## src/design/crsf_pkg.sv

```systemverilog
// Contract
// - Load CRC preset on tx, rx, calculate
// - Low seed byte resets to FEh
// - High seed byte resets to FFh
// - Short checksum mode ignores high byte
// - Slot interval timed from command end
// - Quit frame timed from command start
// - Select bit 4 extends slot interval
// - Probe select codes route internal signals
// - Probe select resets to 00h, pin low
// - Near-full when free space <= watermark
// - Near-empty when entries <= watermark
// - Watermark register resets to 3Eh
package crsf_pkg;
  // Host port address width, covers 00h to 3Fh
  localparam int ADDR_W = 6;
  // Register offsets on the host parallel port
  localparam logic [5:0] ADR_SEED_LOW = 6'h23;
  localparam logic [5:0] ADR_SEED_HIGH = 6'h24;
  localparam logic [5:0] ADR_SLOT = 6'h25;
  localparam logic [5:0] ADR_PROBE_SEL = 6'h26;
  localparam logic [5:0] ADR_RSVD_A = 6'h27;
  localparam logic [5:0] ADR_WATERMARK = 6'h29;
  // Reset values
  localparam logic [7:0] RST_SEED_LOW = 8'hFE;
  localparam logic [7:0] RST_SEED_HIGH = 8'hFF;
  localparam logic [7:0] RST_SLOT = 8'h00;
  localparam logic [7:0] RST_PROBE_SEL = 8'h00;
  localparam logic [7:0] RST_RSVD_A = 8'h00;
  localparam logic [7:0] RST_WATERMARK = 8'h3E;
  // Field layout of the probe select register
  localparam int SLOT_TOP_POS = 4;
  localparam int SEL_W = 3;
  // Field layout of the watermark register
  localparam int WM_W = 6;
  // Slot interval width, eight bits plus the extension bit
  localparam int SLOT_W = 9;
  // FIFO geometry seen by the alert logic
  localparam int FIFO_DEPTH = 64;
  localparam int CNT_W = 7;
  // Probe pin routing codes
  localparam logic [2:0] PRB_LOW = 3'h0;
  localparam logic [2:0] PRB_HIGH = 3'h1;
  localparam logic [2:0] PRB_ENVELOPE = 3'h2;
  localparam logic [2:0] PRB_SERIAL = 3'h3;
  localparam logic [2:0] PRB_CARRIER = 3'h4;
  localparam logic [2:0] PRB_SUBCARRIER = 3'h5;
  // Slot timer states, one-hot
  typedef enum logic [2:0] {
    SLOT_IDLE = 3'h1,
    SLOT_COUNT = 3'h2,
    SLOT_FIRE = 3'h4
  } crsf_slot_st_t;
endpackage

```

## src/design/crsf_probe_mux.sv

```systemverilog
`timescale 1ns/1ps
module crsf_probe_mux (
  input wire logic i_clk,
  input wire logic i_rst,
  input wire logic [crsf_pkg::SEL_W-1:0] i_sel,
  input wire logic i_envelope,
  input wire logic i_serial_data,
  input wire logic i_carrier_demod,
  input wire logic i_subcarrier_demod,
  output logic o_probe_pin
);
  import crsf_pkg::*;

  logic probe_r; // Registered pin level, avoids glitches on code change
  logic probe_nxt;

  // Route the chosen internal signal
  always_comb begin
    case (i_sel)
      PRB_LOW: probe_nxt = 1'b0;
      PRB_HIGH: probe_nxt = 1'b1;
      PRB_ENVELOPE: probe_nxt = i_envelope;
      PRB_SERIAL: probe_nxt = i_serial_data;
      PRB_CARRIER: probe_nxt = i_carrier_demod;
      PRB_SUBCARRIER: probe_nxt = i_subcarrier_demod;
      // Reserved codes park the pin low
      default: probe_nxt = 1'b0;
    endcase
  end

  // Pin register, low during reset
  always_ff @(posedge i_clk) begin
    if (i_rst) begin
      probe_r <= 1'b0;
    end else begin
      probe_r <= probe_nxt;
    end
  end

  assign o_probe_pin = probe_r;

  property p_probe_const;
    @(posedge i_clk) disable iff (i_rst)
    (i_sel == PRB_LOW || i_sel > PRB_SUBCARRIER) |=> !o_probe_pin;
  endproperty
  a_probe_const:
    assert property (p_probe_const) else $error("probe not low");

  property p_probe_route;
    @(posedge i_clk) disable iff (i_rst)
    (i_sel == PRB_CARRIER) |=> (o_probe_pin == $past(i_carrier_demod));
  endproperty
  a_probe_route:
    assert property (p_probe_route) else $error("probe route");
endmodule

```

## src/design/crsf_level_alert.sv

```systemverilog
`timescale 1ns/1ps
module crsf_level_alert #(
  parameter int DEPTH = crsf_pkg::FIFO_DEPTH
) (
  input wire logic i_clk,
  input wire logic i_rst,
  input wire logic [crsf_pkg::WM_W-1:0] i_watermark,
  input wire logic [crsf_pkg::CNT_W-1:0] i_fifo_count,
  output logic o_near_full,
  output logic o_near_empty
);
  import crsf_pkg::*;

  logic full_r; // Near-full flag
  logic empty_r; // Near-empty flag
  logic full_nxt;
  logic empty_nxt;
  logic [CNT_W-1:0] free_space; // Entries still free
  logic [CNT_W-1:0] wm_ext; // Watermark at count width

  // Compare fill and free space with the watermark
  always_comb begin
    free_space = CNT_W'(DEPTH) - i_fifo_count;
    wm_ext = {1'b0, i_watermark};
    full_nxt = (free_space <= wm_ext);
    empty_nxt = (i_fifo_count <= wm_ext);
  end

  // Flags are levels that follow the FIFO one cycle later
  always_ff @(posedge i_clk) begin
    if (i_rst) begin
      full_r <= 1'b0;
      empty_r <= 1'b1;
    end else begin
      full_r <= full_nxt;
      empty_r <= empty_nxt;
    end
  end

  assign o_near_full = full_r;
  assign o_near_empty = empty_r;

  property p_near_full;
    @(posedge i_clk) disable iff (i_rst)
    1'b1 |=> (o_near_full ==
      ((CNT_W'(DEPTH) - $past(i_fifo_count)) <= {1'b0, $past(i_watermark)}));
  endproperty
  a_near_full: assert property (p_near_full) else $error("near full");

  property p_near_empty;
    @(posedge i_clk) disable iff (i_rst)
    ({1'b0, i_watermark} < i_fifo_count) |=> !o_near_empty;
  endproperty
  a_near_empty:
    assert property (p_near_empty) else $error("near empty");

  c_full: cover property (@(posedge i_clk) disable iff (i_rst) o_near_full);
endmodule

```

## src/design/crsf_cfg_top.sv

```systemverilog
`timescale 1ns/1ps
module crsf_cfg_top (
  input wire logic I_SYS_CLK,
  input wire logic I_SYS_RST,
  // Host parallel port, synchronous strobes
  input wire logic [crsf_pkg::ADDR_W-1:0] I_ADDR,
  input wire logic [7:0] I_WDATA,
  input wire logic I_WR,
  input wire logic I_RD,
  output logic [7:0] O_RDATA,
  // CRC load events and mode from the framing logic
  input wire logic I_TX_BEGIN,
  input wire logic I_RX_BEGIN,
  input wire logic I_CALC_CMD,
  input wire logic I_CRC_EN,
  input wire logic I_SHORT_MODE,
  output logic O_CRC_LOAD,
  output logic [15:0] O_CRC_SEED,
  // Slot timing
  input wire logic I_CMD_TX_BEGIN,
  input wire logic I_CMD_TX_END,
  input wire logic I_QUIT_MODE,
  input wire logic I_SLOT_TICK,
  output logic O_SLOT_FIRE,
  // Probe pin sources
  input wire logic I_ENVELOPE,
  input wire logic I_SERIAL_DATA,
  input wire logic I_CARRIER_DEMOD,
  input wire logic I_SUBCARRIER_DEMOD,
  output logic O_PROBE_PIN,
  // FIFO fill level and alerts
  input wire logic [crsf_pkg::CNT_W-1:0] I_FIFO_COUNT,
  output logic O_NEAR_FULL_FLAG,
  output logic O_NEAR_EMPTY_FLAG
);
  import crsf_pkg::*;

  // Register file
  logic [7:0] seed_low_r; // Low CRC seed byte
  logic [7:0] seed_high_r; // High CRC seed byte
  logic [7:0] slot_r; // Slot interval, low eight bits
  logic [7:0] probe_sel_r; // Probe select plus slot top bit
  logic [7:0] rsvd_a_r; // Reserved, stored but unused
  logic [7:0] watermark_r; // Watermark register
  logic [7:0] seed_low_nxt;
  logic [7:0] seed_high_nxt;
  logic [7:0] slot_nxt;
  logic [7:0] probe_sel_nxt;
  logic [7:0] rsvd_a_nxt;
  logic [7:0] watermark_nxt;
  logic [7:0] rdata_r; // Read data holds until next read
  logic [7:0] rdata_nxt;

  // Register writes and read mux
  always_comb begin
    seed_low_nxt = seed_low_r;
    seed_high_nxt = seed_high_r;
    slot_nxt = slot_r;
    probe_sel_nxt = probe_sel_r;
    rsvd_a_nxt = rsvd_a_r;
    watermark_nxt = watermark_r;
    rdata_nxt = rdata_r;
    // Reserved bits are stored as written; the host keeps them
    if (I_WR) begin
      case (I_ADDR)
        ADR_SEED_LOW: seed_low_nxt = I_WDATA;
        ADR_SEED_HIGH: seed_high_nxt = I_WDATA;
        ADR_SLOT: slot_nxt = I_WDATA;
        ADR_PROBE_SEL: probe_sel_nxt = I_WDATA;
        ADR_RSVD_A: rsvd_a_nxt = I_WDATA;
        ADR_WATERMARK: watermark_nxt = I_WDATA;
        // Unmapped writes are dropped
        default: ;
      endcase
    end
    if (I_RD) begin
      case (I_ADDR)
        ADR_SEED_LOW: rdata_nxt = seed_low_r;
        ADR_SEED_HIGH: rdata_nxt = seed_high_r;
        ADR_SLOT: rdata_nxt = slot_r;
        ADR_PROBE_SEL: rdata_nxt = probe_sel_r;
        ADR_RSVD_A: rdata_nxt = rsvd_a_r;
        ADR_WATERMARK: rdata_nxt = watermark_r;
        // Unmapped reads return zero
        default: rdata_nxt = 8'h00;
      endcase
    end
  end

  // Register file flops
  always_ff @(posedge I_SYS_CLK) begin
    if (I_SYS_RST) begin
      seed_low_r <= RST_SEED_LOW;
      seed_high_r <= RST_SEED_HIGH;
      slot_r <= RST_SLOT;
      probe_sel_r <= RST_PROBE_SEL;
      rsvd_a_r <= RST_RSVD_A;
      watermark_r <= RST_WATERMARK;
      rdata_r <= 8'h00;
    end else begin
      seed_low_r <= seed_low_nxt;
      seed_high_r <= seed_high_nxt;
      slot_r <= slot_nxt;
      probe_sel_r <= probe_sel_nxt;
      rsvd_a_r <= rsvd_a_nxt;
      watermark_r <= watermark_nxt;
      rdata_r <= rdata_nxt;
    end
  end

  assign O_RDATA = rdata_r;

  // CRC seed delivery
  logic crc_event; // Any of the three load causes
  logic load_r; // One-cycle load strobe
  logic load_nxt;
  logic [15:0] seed_r; // Seed presented with the strobe
  logic [15:0] seed_nxt;

  // Seed is latched only at a load, so late writes wait for the next one
  always_comb begin
    crc_event = I_CRC_EN & (I_TX_BEGIN | I_RX_BEGIN | I_CALC_CMD);
    load_nxt = crc_event;
    seed_nxt = seed_r;
    if (crc_event) begin
      if (I_SHORT_MODE) begin
        seed_nxt = {8'h00, seed_low_r};
      end else begin
        seed_nxt = {seed_high_r, seed_low_r};
      end
    end
  end

  // Seed flops
  always_ff @(posedge I_SYS_CLK) begin
    if (I_SYS_RST) begin
      load_r <= 1'b0;
      seed_r <= {RST_SEED_HIGH, RST_SEED_LOW};
    end else begin
      load_r <= load_nxt;
      seed_r <= seed_nxt;
    end
  end

  assign O_CRC_LOAD = load_r;
  assign O_CRC_SEED = seed_r;

  // Slot timer
  crsf_slot_st_t slot_st_r; // Timer state
  crsf_slot_st_t slot_st_nxt;
  logic [SLOT_W-1:0] slot_cnt_r; // Ticks left in the slot
  logic [SLOT_W-1:0] slot_cnt_nxt;
  logic [SLOT_W-1:0] period; // Full nine-bit interval
  logic slot_start; // Reference point of the slot

  // Count slot ticks from the chosen reference and fire once
  always_comb begin
    // select bit 4 as top bit
    period = {probe_sel_r[SLOT_TOP_POS], slot_r};
    slot_start = I_CMD_TX_END;
    if (I_QUIT_MODE) begin
      slot_start = I_CMD_TX_BEGIN;
    end
    slot_st_nxt = slot_st_r;
    slot_cnt_nxt = slot_cnt_r;
    case (slot_st_r)
      SLOT_IDLE: ;
      SLOT_COUNT: begin
        if (I_SLOT_TICK) begin
          slot_cnt_nxt = slot_cnt_r - SLOT_W'(1);
          if (slot_cnt_r == SLOT_W'(1)) begin
            slot_st_nxt = SLOT_FIRE;
          end
        end
      end
      SLOT_FIRE: slot_st_nxt = SLOT_IDLE;
      default: slot_st_nxt = SLOT_IDLE;
    endcase
    // A new reference restarts; a zero interval never fires
    if (slot_start) begin
      slot_cnt_nxt = period;
      if (period != '0) begin
        slot_st_nxt = SLOT_COUNT;
      end else begin
        slot_st_nxt = SLOT_IDLE;
      end
    end
  end

  // Slot timer flops
  always_ff @(posedge I_SYS_CLK) begin
    if (I_SYS_RST) begin
      slot_st_r <= SLOT_IDLE;
      slot_cnt_r <= '0;
    end else begin
      slot_st_r <= slot_st_nxt;
      slot_cnt_r <= slot_cnt_nxt;
    end
  end

  assign O_SLOT_FIRE = (slot_st_r == SLOT_FIRE);

  // Probe pin routing
  crsf_probe_mux i_crsf_probe_mux (
    .i_clk(I_SYS_CLK),
    .i_rst(I_SYS_RST),
    .i_sel(probe_sel_r[SEL_W-1:0]),
    .i_envelope(I_ENVELOPE),
    .i_serial_data(I_SERIAL_DATA),
    .i_carrier_demod(I_CARRIER_DEMOD),
    .i_subcarrier_demod(I_SUBCARRIER_DEMOD),
    .o_probe_pin(O_PROBE_PIN)
  );

  // FIFO watermark alerts
  crsf_level_alert #(
    .DEPTH(FIFO_DEPTH)
  ) i_crsf_level_alert (
    .i_clk(I_SYS_CLK),
    .i_rst(I_SYS_RST),
    .i_watermark(watermark_r[WM_W-1:0]),
    .i_fifo_count(I_FIFO_COUNT),
    .o_near_full(O_NEAR_FULL_FLAG),
    .o_near_empty(O_NEAR_EMPTY_FLAG)
  );

  property p_reset_vals;
    @(posedge I_SYS_CLK) disable iff (I_SYS_RST)
    $fell(I_SYS_RST) |-> (seed_low_r == RST_SEED_LOW &&
      seed_high_r == RST_SEED_HIGH && probe_sel_r == RST_PROBE_SEL &&
      watermark_r == RST_WATERMARK && !O_PROBE_PIN);
  endproperty
  a_reset_vals:
    assert property (p_reset_vals) else $error("reset values");

  property p_crc_load;
    @(posedge I_SYS_CLK) disable iff (I_SYS_RST)
    (I_CRC_EN && (I_TX_BEGIN || I_RX_BEGIN || I_CALC_CMD)) |=> O_CRC_LOAD;
  endproperty
  a_crc_load: assert property (p_crc_load) else $error("no crc load");

  property p_no_load;
    @(posedge I_SYS_CLK) disable iff (I_SYS_RST)
    !I_CRC_EN |=> !O_CRC_LOAD;
  endproperty
  a_no_load: assert property (p_no_load) else $error("load while off");

  property p_seed_short;
    @(posedge I_SYS_CLK) disable iff (I_SYS_RST)
    (crc_event && I_SHORT_MODE) |=>
      (O_CRC_SEED == {8'h00, $past(seed_low_r)});
  endproperty
  a_seed_short: assert property (p_seed_short) else $error("short seed");

  property p_seed_full;
    @(posedge I_SYS_CLK) disable iff (I_SYS_RST)
    (crc_event && !I_SHORT_MODE) |=>
      (O_CRC_SEED == {$past(seed_high_r), $past(seed_low_r)});
  endproperty
  a_seed_full: assert property (p_seed_full) else $error("full seed");

  // Seed only moves at a load, so a late write waits for the next event
  property p_seed_hold;
    @(posedge I_SYS_CLK) disable iff (I_SYS_RST)
    !crc_event |=> $stable(O_CRC_SEED);
  endproperty
  a_seed_hold: assert property (p_seed_hold) else $error("seed moved");

  // Low seed byte takes the host write on the next edge
  property p_seed_write;
    @(posedge I_SYS_CLK) disable iff (I_SYS_RST)
    (I_WR && I_ADDR == ADR_SEED_LOW) |=> (seed_low_r == $past(I_WDATA));
  endproperty
  a_seed_write: assert property (p_seed_write) else $error("seed wr");

  property p_slot_fire;
    @(posedge I_SYS_CLK) disable iff (I_SYS_RST)
    (slot_st_r == SLOT_COUNT && slot_cnt_r == SLOT_W'(1) &&
      I_SLOT_TICK && !slot_start) |=> O_SLOT_FIRE ##1 !O_SLOT_FIRE;
  endproperty
  a_slot_fire: assert property (p_slot_fire) else $error("slot fire");

  property p_slot_load;
    @(posedge I_SYS_CLK) disable iff (I_SYS_RST)
    (I_CMD_TX_END && !I_QUIT_MODE) |=>
      (slot_cnt_r == {$past(probe_sel_r[SLOT_TOP_POS]), $past(slot_r)});
  endproperty
  a_slot_load: assert property (p_slot_load) else $error("slot period");

  property p_quit_ref;
    @(posedge I_SYS_CLK) disable iff (I_SYS_RST)
    (I_QUIT_MODE && I_CMD_TX_BEGIN && period != '0) |=>
      (slot_st_r == SLOT_COUNT);
  endproperty
  a_quit_ref: assert property (p_quit_ref) else $error("quit ref");

  c_load: cover property (@(posedge I_SYS_CLK) disable iff (I_SYS_RST)
    O_CRC_LOAD && O_CRC_SEED[15:8] == 8'h00);
  c_fire: cover property (@(posedge I_SYS_CLK) disable iff (I_SYS_RST)
    O_SLOT_FIRE);
  c_quit: cover property (@(posedge I_SYS_CLK) disable iff (I_SYS_RST)
    I_QUIT_MODE && I_CMD_TX_BEGIN && period != '0);
endmodule

```

## config.mk

```make
export PLATFORM = sky130hd
export DESIGN_NAME = crsf_cfg_top
export DESIGN_NICKNAME = d
export VERILOG_FILES = /design/src/design/crsf_pkg.sv /design/src/design/crsf_probe_mux.sv /design/src/design/crsf_level_alert.sv /design/src/design/crsf_cfg_top.sv
export SDC_FILE = /design/constraint.sdc
export NUM_CORES = 1
export LEC_CHECK = 0
export BUFFER_PORTS_ARGS = -buffer_cell sky130_fd_sc_hd__buf_2
export CELL_PAD_IN_SITES_DETAIL_PLACEMENT = 0
export CELL_PAD_IN_SITES_GLOBAL_PLACEMENT = 1
export CORE_AREA = 2 2 78 136
export CTS_CLUSTER_SIZE = 20
export DETAILED_ROUTE_END_ITERATION = 16
export DIE_AREA = 0 0 80 138
export GPL_ROUTABILITY_DRIVEN = 1
export PLACE_DENSITY = 0.75
export SLEW_MARGIN = 40
export SYNTH_ARGS = -nofsm -noshare
export SYNTH_HDL_FRONTEND = slang
export SYNTH_SLANG_ARGS = --single-unit
```

## constraint.sdc

```tcl
create_clock -name I_SYS_CLK -period 2.49 [get_ports I_SYS_CLK]
set_input_delay 0.3735 -clock I_SYS_CLK [delete_from_list [all_inputs] [get_ports I_SYS_CLK]]
set_output_delay 0.3735 -clock I_SYS_CLK [all_outputs]
set_load 0.01 [all_outputs]
```

==> results.sh, run 1 <==
export IMPL_ant_nets=0
export IMPL_worst_hold_slack_ps=368
export IMPL_postCtsHoldBufs=0
export IMPL_ir_worst_vdd_mv=0.345
export IMPL_h_tree_depth=3
export IMPL_stdcell_count=656
export IMPL_synth_cell_area_sq_um=4160
export IMPL_cp_required_ps=2710
export IMPL_crit_start="I_FIFO_COUNT[0]"
export IMPL_cpPeakStageDelay_ps=380
export IMPL_arrival_ps=2200
export IMPL_cts_tree="yes"
export IMPL_post_drt_wl_per_cell_um=17.5
export IMPL_pin_count=67
export IMPL_post_cts_setup_buffers=0
export IMPL_vias=3631
export IMPL_synthArstFlopShare=0
export IMPL_hpwl_um=8550
export IMPL_post_place_cells=640
export IMPL_min_period_ps=1980
export IMPL_ctsResizeCount=0
export IMPL_portBuffers=66
export IMPL_drc=0
export IMPL_grt_util_met3=0.0450
export IMPL_worstHoldStart="I_WDATA[6]"
export IMPL_grt_busiest_layer="met2"
export IMPL_cp_start_kind="input pin"
export IMPL_finish_instance_area_sq_um=4890
export IMPL_vias_per_cell=5.54
export IMPL_worstMarginPinSlew_ps=624
export IMPL_diodes=0
export IMPL_synth_edff_count=0
export IMPL_path_cells="buf_2 > inv_1 > ha_1 > nand2_1 > xor2_1 > ha_1 > and3_1 > a221o_1 > a2111oi_0"
export IMPL_grt_pass1_wl_um=18200
export IMPL_dpl_cell_area_sq_um=4590
export IMPL_critical_path_class="input pin to register"
export IMPL_cp_common_cell="ha_1"
export IMPL_drive_above_1_share=0.202
export IMPL_cp_max_fo=3
export IMPL_fp_row_count=49
export IMPL_status="completed"
export IMPL_clk_latency_ps=340
export IMPL_syn_avg_cell_area_sq_um=8.96
export IMPL_place_congestion=0.855
export IMPL_grt_start_max_net_pins=52
export IMPL_synth_seq_cells=88
export IMPL_place_ws_ps=155
export IMPL_ys_flop_type="dfxtp_1"
export IMPL_cp_end_kind="register"
export IMPL_grtUsageMet2=0.389
export IMPL_synth_seq_area_share=0.424
export IMPL_p_leak_uw=0.00208
export IMPL_ys_warn_count=0
export IMPL_maxSlewViolCount=0
export IMPL_hold_viol_final=0
export IMPL_timing_final_crit_share=0.795
export IMPL_antenna_found_initial=0
export IMPL_drt_iter0_markers=236
export IMPL_n_fill_cell=1013
export IMPL_yosys_cell_types_count=52
export IMPL_setup_tns_ps=0
export IMPL_die_area_sq_um=11000
export IMPL_slew_headroom=0.582
export IMPL_cts_sinks=88
export IMPL_fin_nets=576
export IMPL_initial_core_util=0.414
export IMPL_ctsRootBufferMaster="clkbuf_16"
export IMPL_drv_cap=0
export IMPL_gr_usage_met1=0.243
export IMPL_grt_overflow_total=0
export IMPL_worst_hold_path_type="input pin to register"
export IMPL_synth_cells=464
export IMPL_numCtsBuffers=9
export IMPL_crit_reg2reg_launch="watermark_r[2]"
export IMPL_first_global_vias=3612
export IMPL_drtPass1Iterations=4
export IMPL_grt_total_usage=0.216
export IMPL_worst_path_buf_inv=2
export IMPL_syn_num_nets=516
export IMPL_syn_to_final_growth_pct=17.6
export IMPL_die_h_um=138
export IMPL_clk_pin_slew_worst_paths_ps=60
export IMPL_max_freq_mhz=505
export IMPL_core_sq_um=10100
export IMPL_fin_skew_ps=10.6
export IMPL_path_delay_family="compound AO/OA/AOI/OAI gates"
export IMPL_crit_slowest_cell="a2111oi_0"
export IMPL_drt_wl_total_um=11500
export IMPL_setup_ws_ps=510
export IMPL_die_x_um=80
export IMPL_cts_buffer_depth=2
export IMPL_grt_setup_unrepaired="no"
export IMPL_setup_violations=0
export IMPL_p_per_area_nw_per_um2=644
==> per-layer routing <==
layer  up-vias  share of wire
li1       1807              -
met1      1740           0.41
met2        75           0.55
met3         9          0.031
met4         0          0.014
met5         -              0
==> worst register-to-register path: cells and delay by family (launching register included) <==
family          cells  cell delay (ps)
simple gates        1               70
fa+ha+maj           1              340
buf+inv             1              100
compound gates      3              850
flops               1              380
==> cells in the mapped netlist (9+ instances only) <==
| master | n | area (sq um) |
|---|---|---|
| clkbuf_1 | 17 | 63.8 |
| inv_1 | 21 | 78.8 |
| nor3_1 | 13 | 65.1 |
| a21oi_1 | 16 | 80.1 |
| mux2i_1 | 28 | 280 |
| a221oi_1 | 9 | 78.8 |
| dfxtp_1 | 88 | 1760 |
| o211ai_1 | 14 | 105 |
| ha_1 | 14 | 175 |
| nor2_1 | 40 | 150 |
| nand2_1 | 63 | 236 |
| nand3_1 | 34 | 170 |
==> power by group <==
part	internal (uW)	switching (uW)
logic	122	196
clock network	781	569
registers	1450	27.2
==> cells in the final DEF (no fill, tap or decap), drive strengths merged, types with 9 or more instances in the layout <==
master  instances
mux2i          28
buf            77
nor2           42
nand2          63
inv            22
clkbuf         10
a221oi         10
nor3           15
dfxtp          88
nand3          34
ha             14
a21oi          16
o211ai         14
a311oi          9
==> through the flow <==
stage / total power (uW) / util
global route: 3270 / 0.486
detailed placement: 1830 / 0.457
global placement: 1820 / 0.457
CTS: 3180 / 0.486
finish: 3150 / 0.486
floorplan: 1690 / -
==> cell type report <==
| class | count | area [sq um] | share of cell area |
|---|---|---|---|
| repair buffers | 77 | 413 | 0.0844 |
| clock inverters | 6 | 67.6 | 0.0138 |
| inverters | 22 | 82.6 | 0.0169 |
| well taps | 127 | 159 | 0.0325 |
| multi-input cells | 326 | 2180 | 0.445 |
| clock buffers | 10 | 229 | 0.0468 |
| flip-flops and latches | 88 | 1760 | 0.360 |
==> sequential cells by signal, indices dropped and copies added, names as in the netlist, 3 cells and up <==
signal	cells
slot_cnt_r	9
seed_high_r	8
slot_st_r	3
rsvd_a_r	8
watermark_r	8
slot_r	8
O_RDATA	8
probe_sel_r	8
seed_low_r	8
O_CRC_SEED	16
==> final timing paths <==
path / to / slack [ps] / cells after the start
max: i_crsf_level_alert.o_near_full / 510 / 9
min: rsvd_a_r[6] / 370 / 3
max reg2reg: i_crsf_level_alert.o_near_full / 650 / 6
min reg2reg: rsvd_a_r[4] / 460 / 2
==> kinds of logic after synthesis <==
family | Yosys count | synth area share
AOI/OAI and AO/OA | 86 | 0.162
xor gates and xnor gates | 11 | 0.0232
adders and majority gates | 14 | 0.0421
buffers and inverters | 50 | 0.0539
DFF | 88 | 0.424
muxes | 29 | 0.0701
and+or+nand+nor | 186 | 0.225
Note: power is estimated with default switching activity, not from simulation.
==> inputs of run 2 (changes only) <==
--- a/config.mk
+++ b/config.mk
@@ -5,13 +5,14 @@
 export SDC_FILE = /design/constraint.sdc
 export NUM_CORES = 1
 export LEC_CHECK = 0
+export ABC_AREA = 1
 export BUFFER_PORTS_ARGS = -buffer_cell sky130_fd_sc_hd__buf_2
 export CELL_PAD_IN_SITES_DETAIL_PLACEMENT = 0
 export CELL_PAD_IN_SITES_GLOBAL_PLACEMENT = 1
-export CORE_AREA = 2 2 78 136
+export CORE_AREA = 2 2 82 142
 export CTS_CLUSTER_SIZE = 20
 export DETAILED_ROUTE_END_ITERATION = 16
-export DIE_AREA = 0 0 80 138
+export DIE_AREA = 0 0 84 144
 export GPL_ROUTABILITY_DRIVEN = 1
 export PLACE_DENSITY = 0.75
 export SLEW_MARGIN = 40
==> constraint.sdc (replaced) <==
create_clock -name I_SYS_CLK -period 1.95 [get_ports I_SYS_CLK]
set_input_delay 0.2925 -clock I_SYS_CLK [delete_from_list [all_inputs] [get_ports I_SYS_CLK]]
set_output_delay 0.2925 -clock I_SYS_CLK [all_outputs]
set_load 0.01 [all_outputs]
==> run 2 against run 1 <==
  * Cell count rose by 23%
  * Synthesized cell count increased by 31%
  * Largest cell class unchanged
  * Sequential share of layout area down 1.9 points
  * Sequential cell count stayed put
  * Highest routed layer unchanged
  * Critical path depth is 2 higher
  * Clock power rose by 48%
  * Sequential power increased by 26%
  * Utilization fell by 1.9 points
  * Die area increased by 9.6%
  * Non-clock buffer count decreased by 4
  * Critical endpoint unchanged
  * Combinational power is 34% higher
==> results.sh, run 2 <==
export IMPL_place_ws_ps=213
export IMPL_postCtsHoldBufs=0
export IMPL_multi_input_area_sq_um=2220
export IMPL_post_drt_wl_per_cell_um=15.5
export IMPL_cts_sinks=88
export IMPL_drtPass1Iterations=4
export IMPL_drc=0
export IMPL_post_cts_setup_buffers=0
export IMPL_ff_latch_area_sq_um=1760
export IMPL_fin_nets=724
export IMPL_pwr_share_comb=0.100
export IMPL_grt_setup_unrepaired="no"
export IMPL_n_fill_cell=1147
export IMPL_grt_pass1_wl_um=19900
export IMPL_worst_hold_slack_ps=235
export IMPL_diodes=0
export IMPL_hold_viol_final=0
export IMPL_initial_core_util=0.396
export IMPL_first_global_vias=3964
export IMPL_grt_total_usage=0.214
export IMPL_worstHoldStart="I_SUBCARRIER_DEMOD"
export IMPL_ctsRootBufferMaster="clkbuf_16"
export IMPL_clock_power_share=0.465
export IMPL_yosys_cell_types_count=33
export IMPL_ant_nets=0
export IMPL_critical_path_class="input pin to register"
export IMPL_finalPower_uw=4300
export IMPL_cp_end_kind="register"
export IMPL_switching_share=0.243
export IMPL_power_frac_seq=0.435
export IMPL_synth_seq_cells=88
export IMPL_maxSlewViolCount=0
export IMPL_ys_warn_count=0
export IMPL_netSwitchingPower_uw=1040
export IMPL_synthArstFlopShare=0
export IMPL_crit_reg2reg_launch="watermark_r[5]"
export IMPL_worstMarginPinSlew_ps=497
export IMPL_slew_headroom=0.667
export IMPL_ctsResizeCount=0
export IMPL_syn_avg_cell_area_sq_um=7.19
export IMPL_status="completed"
export IMPL_ys_top_cells_by_count="nand2_1 (131), dfxtp_1 (88), inv_1 (68), nand3_1 (62), nor2_1 (61)"
export IMPL_syn_to_final_growth_pct=18.0
export IMPL_hpwl_um=9580
export IMPL_cp_max_fo=3
export IMPL_ir_worst_vdd_mv=0.436
export IMPL_worst_hold_path_type="input pin to register"
export IMPL_core_sq_um=11000
export IMPL_synth_cell_area_sq_um=4370
export IMPL_setup_tns_ps=0
export IMPL_p_leak_uw=0.00238
export IMPL_synth_most_common_cell="nand2_1"
export IMPL_cp_required_ps=2220
export IMPL_p_per_area_nw_per_um2=833
export IMPL_vias=4100
export IMPL_arrival_ps=1690
export IMPL_synth_edff_count=0
export IMPL_clk_pin_slew_worst_paths_ps=60
export IMPL_min_period_ps=1420
export IMPL_ys_top_cells_by_area="dfxtp_1 (40%), nand2_1 (11%), nand3_1 (7.1%)"
export IMPL_drt_iter0_markers=213
export IMPL_max_freq_mhz=706
export IMPL_synth_top_area_share=0.403
export IMPL_cts_buffer_depth=2
export IMPL_yosysTopAreaCell="dfxtp_1"
export IMPL_fin_skew_ps=8.78
export IMPL_stdcell_count=809
export IMPL_p_int_uw=3250
export IMPL_synth_seq_area_share=0.403
export IMPL_setup_violations=0
export IMPL_ys_flop_type="dfxtp_1"
export IMPL_pin_count=67
export IMPL_largest_reg_flops=16
export IMPL_antenna_found_initial=0
export IMPL_grt_start_max_net_pins=62
export IMPL_fp_row_count=51
export IMPL_vias_per_cell=5.07
export IMPL_post_place_cells=793
export IMPL_portBuffers=66
export IMPL_clk_latency_ps=340
export IMPL_drv_cap=0
export IMPL_most_common_layout_cells="nand2_1 (131), dfxtp_1 (88), inv_1 (68)"
export IMPL_cts_tree="yes"
export IMPL_numCtsBuffers=9
export IMPL_setup_ws_ps=534
export IMPL_die_h_um=144
export IMPL_syn_num_nets=660
export IMPL_h_tree_depth=3
export IMPL_grt_overflow_total=0
export IMPL_timing_final_crit_share=0.726
export IMPL_die_x_um=84
export IMPL_crit_start="I_FIFO_COUNT[0]"
export IMPL_die_area_sq_um=12100
export IMPL_synth_cells=608
export IMPL_place_congestion=0.827
export IMPL_drive_above_1_share=0.164
export IMPL_final_common_cell="nand2_1"
export IMPL_cp_start_kind="input pin"
export IMPL_drt_wl_total_um=12600
[run 2: critical path, cell delays in order]
cell	delay (ps)
buf_2	90
inv_1	90
ha_1	210
nand3b_1	130
nand2_1	90
inv_1	40
ha_1	280
and3_1	180
nand2_1	70
nand3_1	70
a21oi_1	140
[run 2: cells by family after synthesis]
kind of cell | share of synthesized area
buf+inv | 0.0891
flops | 0.403
fa+ha+maj | 0.0401
compound gates | 0.151
xor+xnor | 0.0140
simple gates | 0.302
[run 2: metrics by stage]
stage	area, sq um	utilization
floorplan	4370	-
global placement	4810	0.436
detailed placement	4810	0.436
CTS	5160	0.467
global route	5160	0.467
finish	5160	0.467
[run 2: worst paths after layout]
kind,endpoint,depth (start not counted),slack (ps)
worst max-delay path,i_crsf_level_alert.o_near_full,11,530
worst min-delay path,i_crsf_probe_mux.o_probe_pin,3,230
worst max register to register,i_crsf_level_alert.o_near_full,6,630
worst min register to register,O_CRC_SEED[12],2,450
[run 2: final cells by class]
| type | instances | share of cell area |
|---|---|---|
| Tap cell | 132 | 0.0320 |
| Timing Repair Buffer | 73 | 0.0767 |
| Clock inverter | 7 | 0.0228 |
| Multi-Input combinational cell | 427 | 0.430 |
| Inverter | 73 | 0.0531 |
| Sequential cell | 88 | 0.342 |
| Clock buffer | 9 | 0.0437 |
[run 2: power groups by stage]
stage,clock network (uW),logic [uW],registers [uW]
floorplan,0,228,1920
global placement,0,426,1910
detailed placement,0,431,1910
CTS,2030,432,1870
global route,2100,476,1870
finish,2000,429,1870
[run 2: metal layers]
metal	global-route usage	vias up	share of wire
met3	0.0257	15	0.026
met2	0.413	63	0.55
met4	0.103	0	0.025
met5	0	-	0
li1	-	2128	-
met1	0.228	1894	0.40
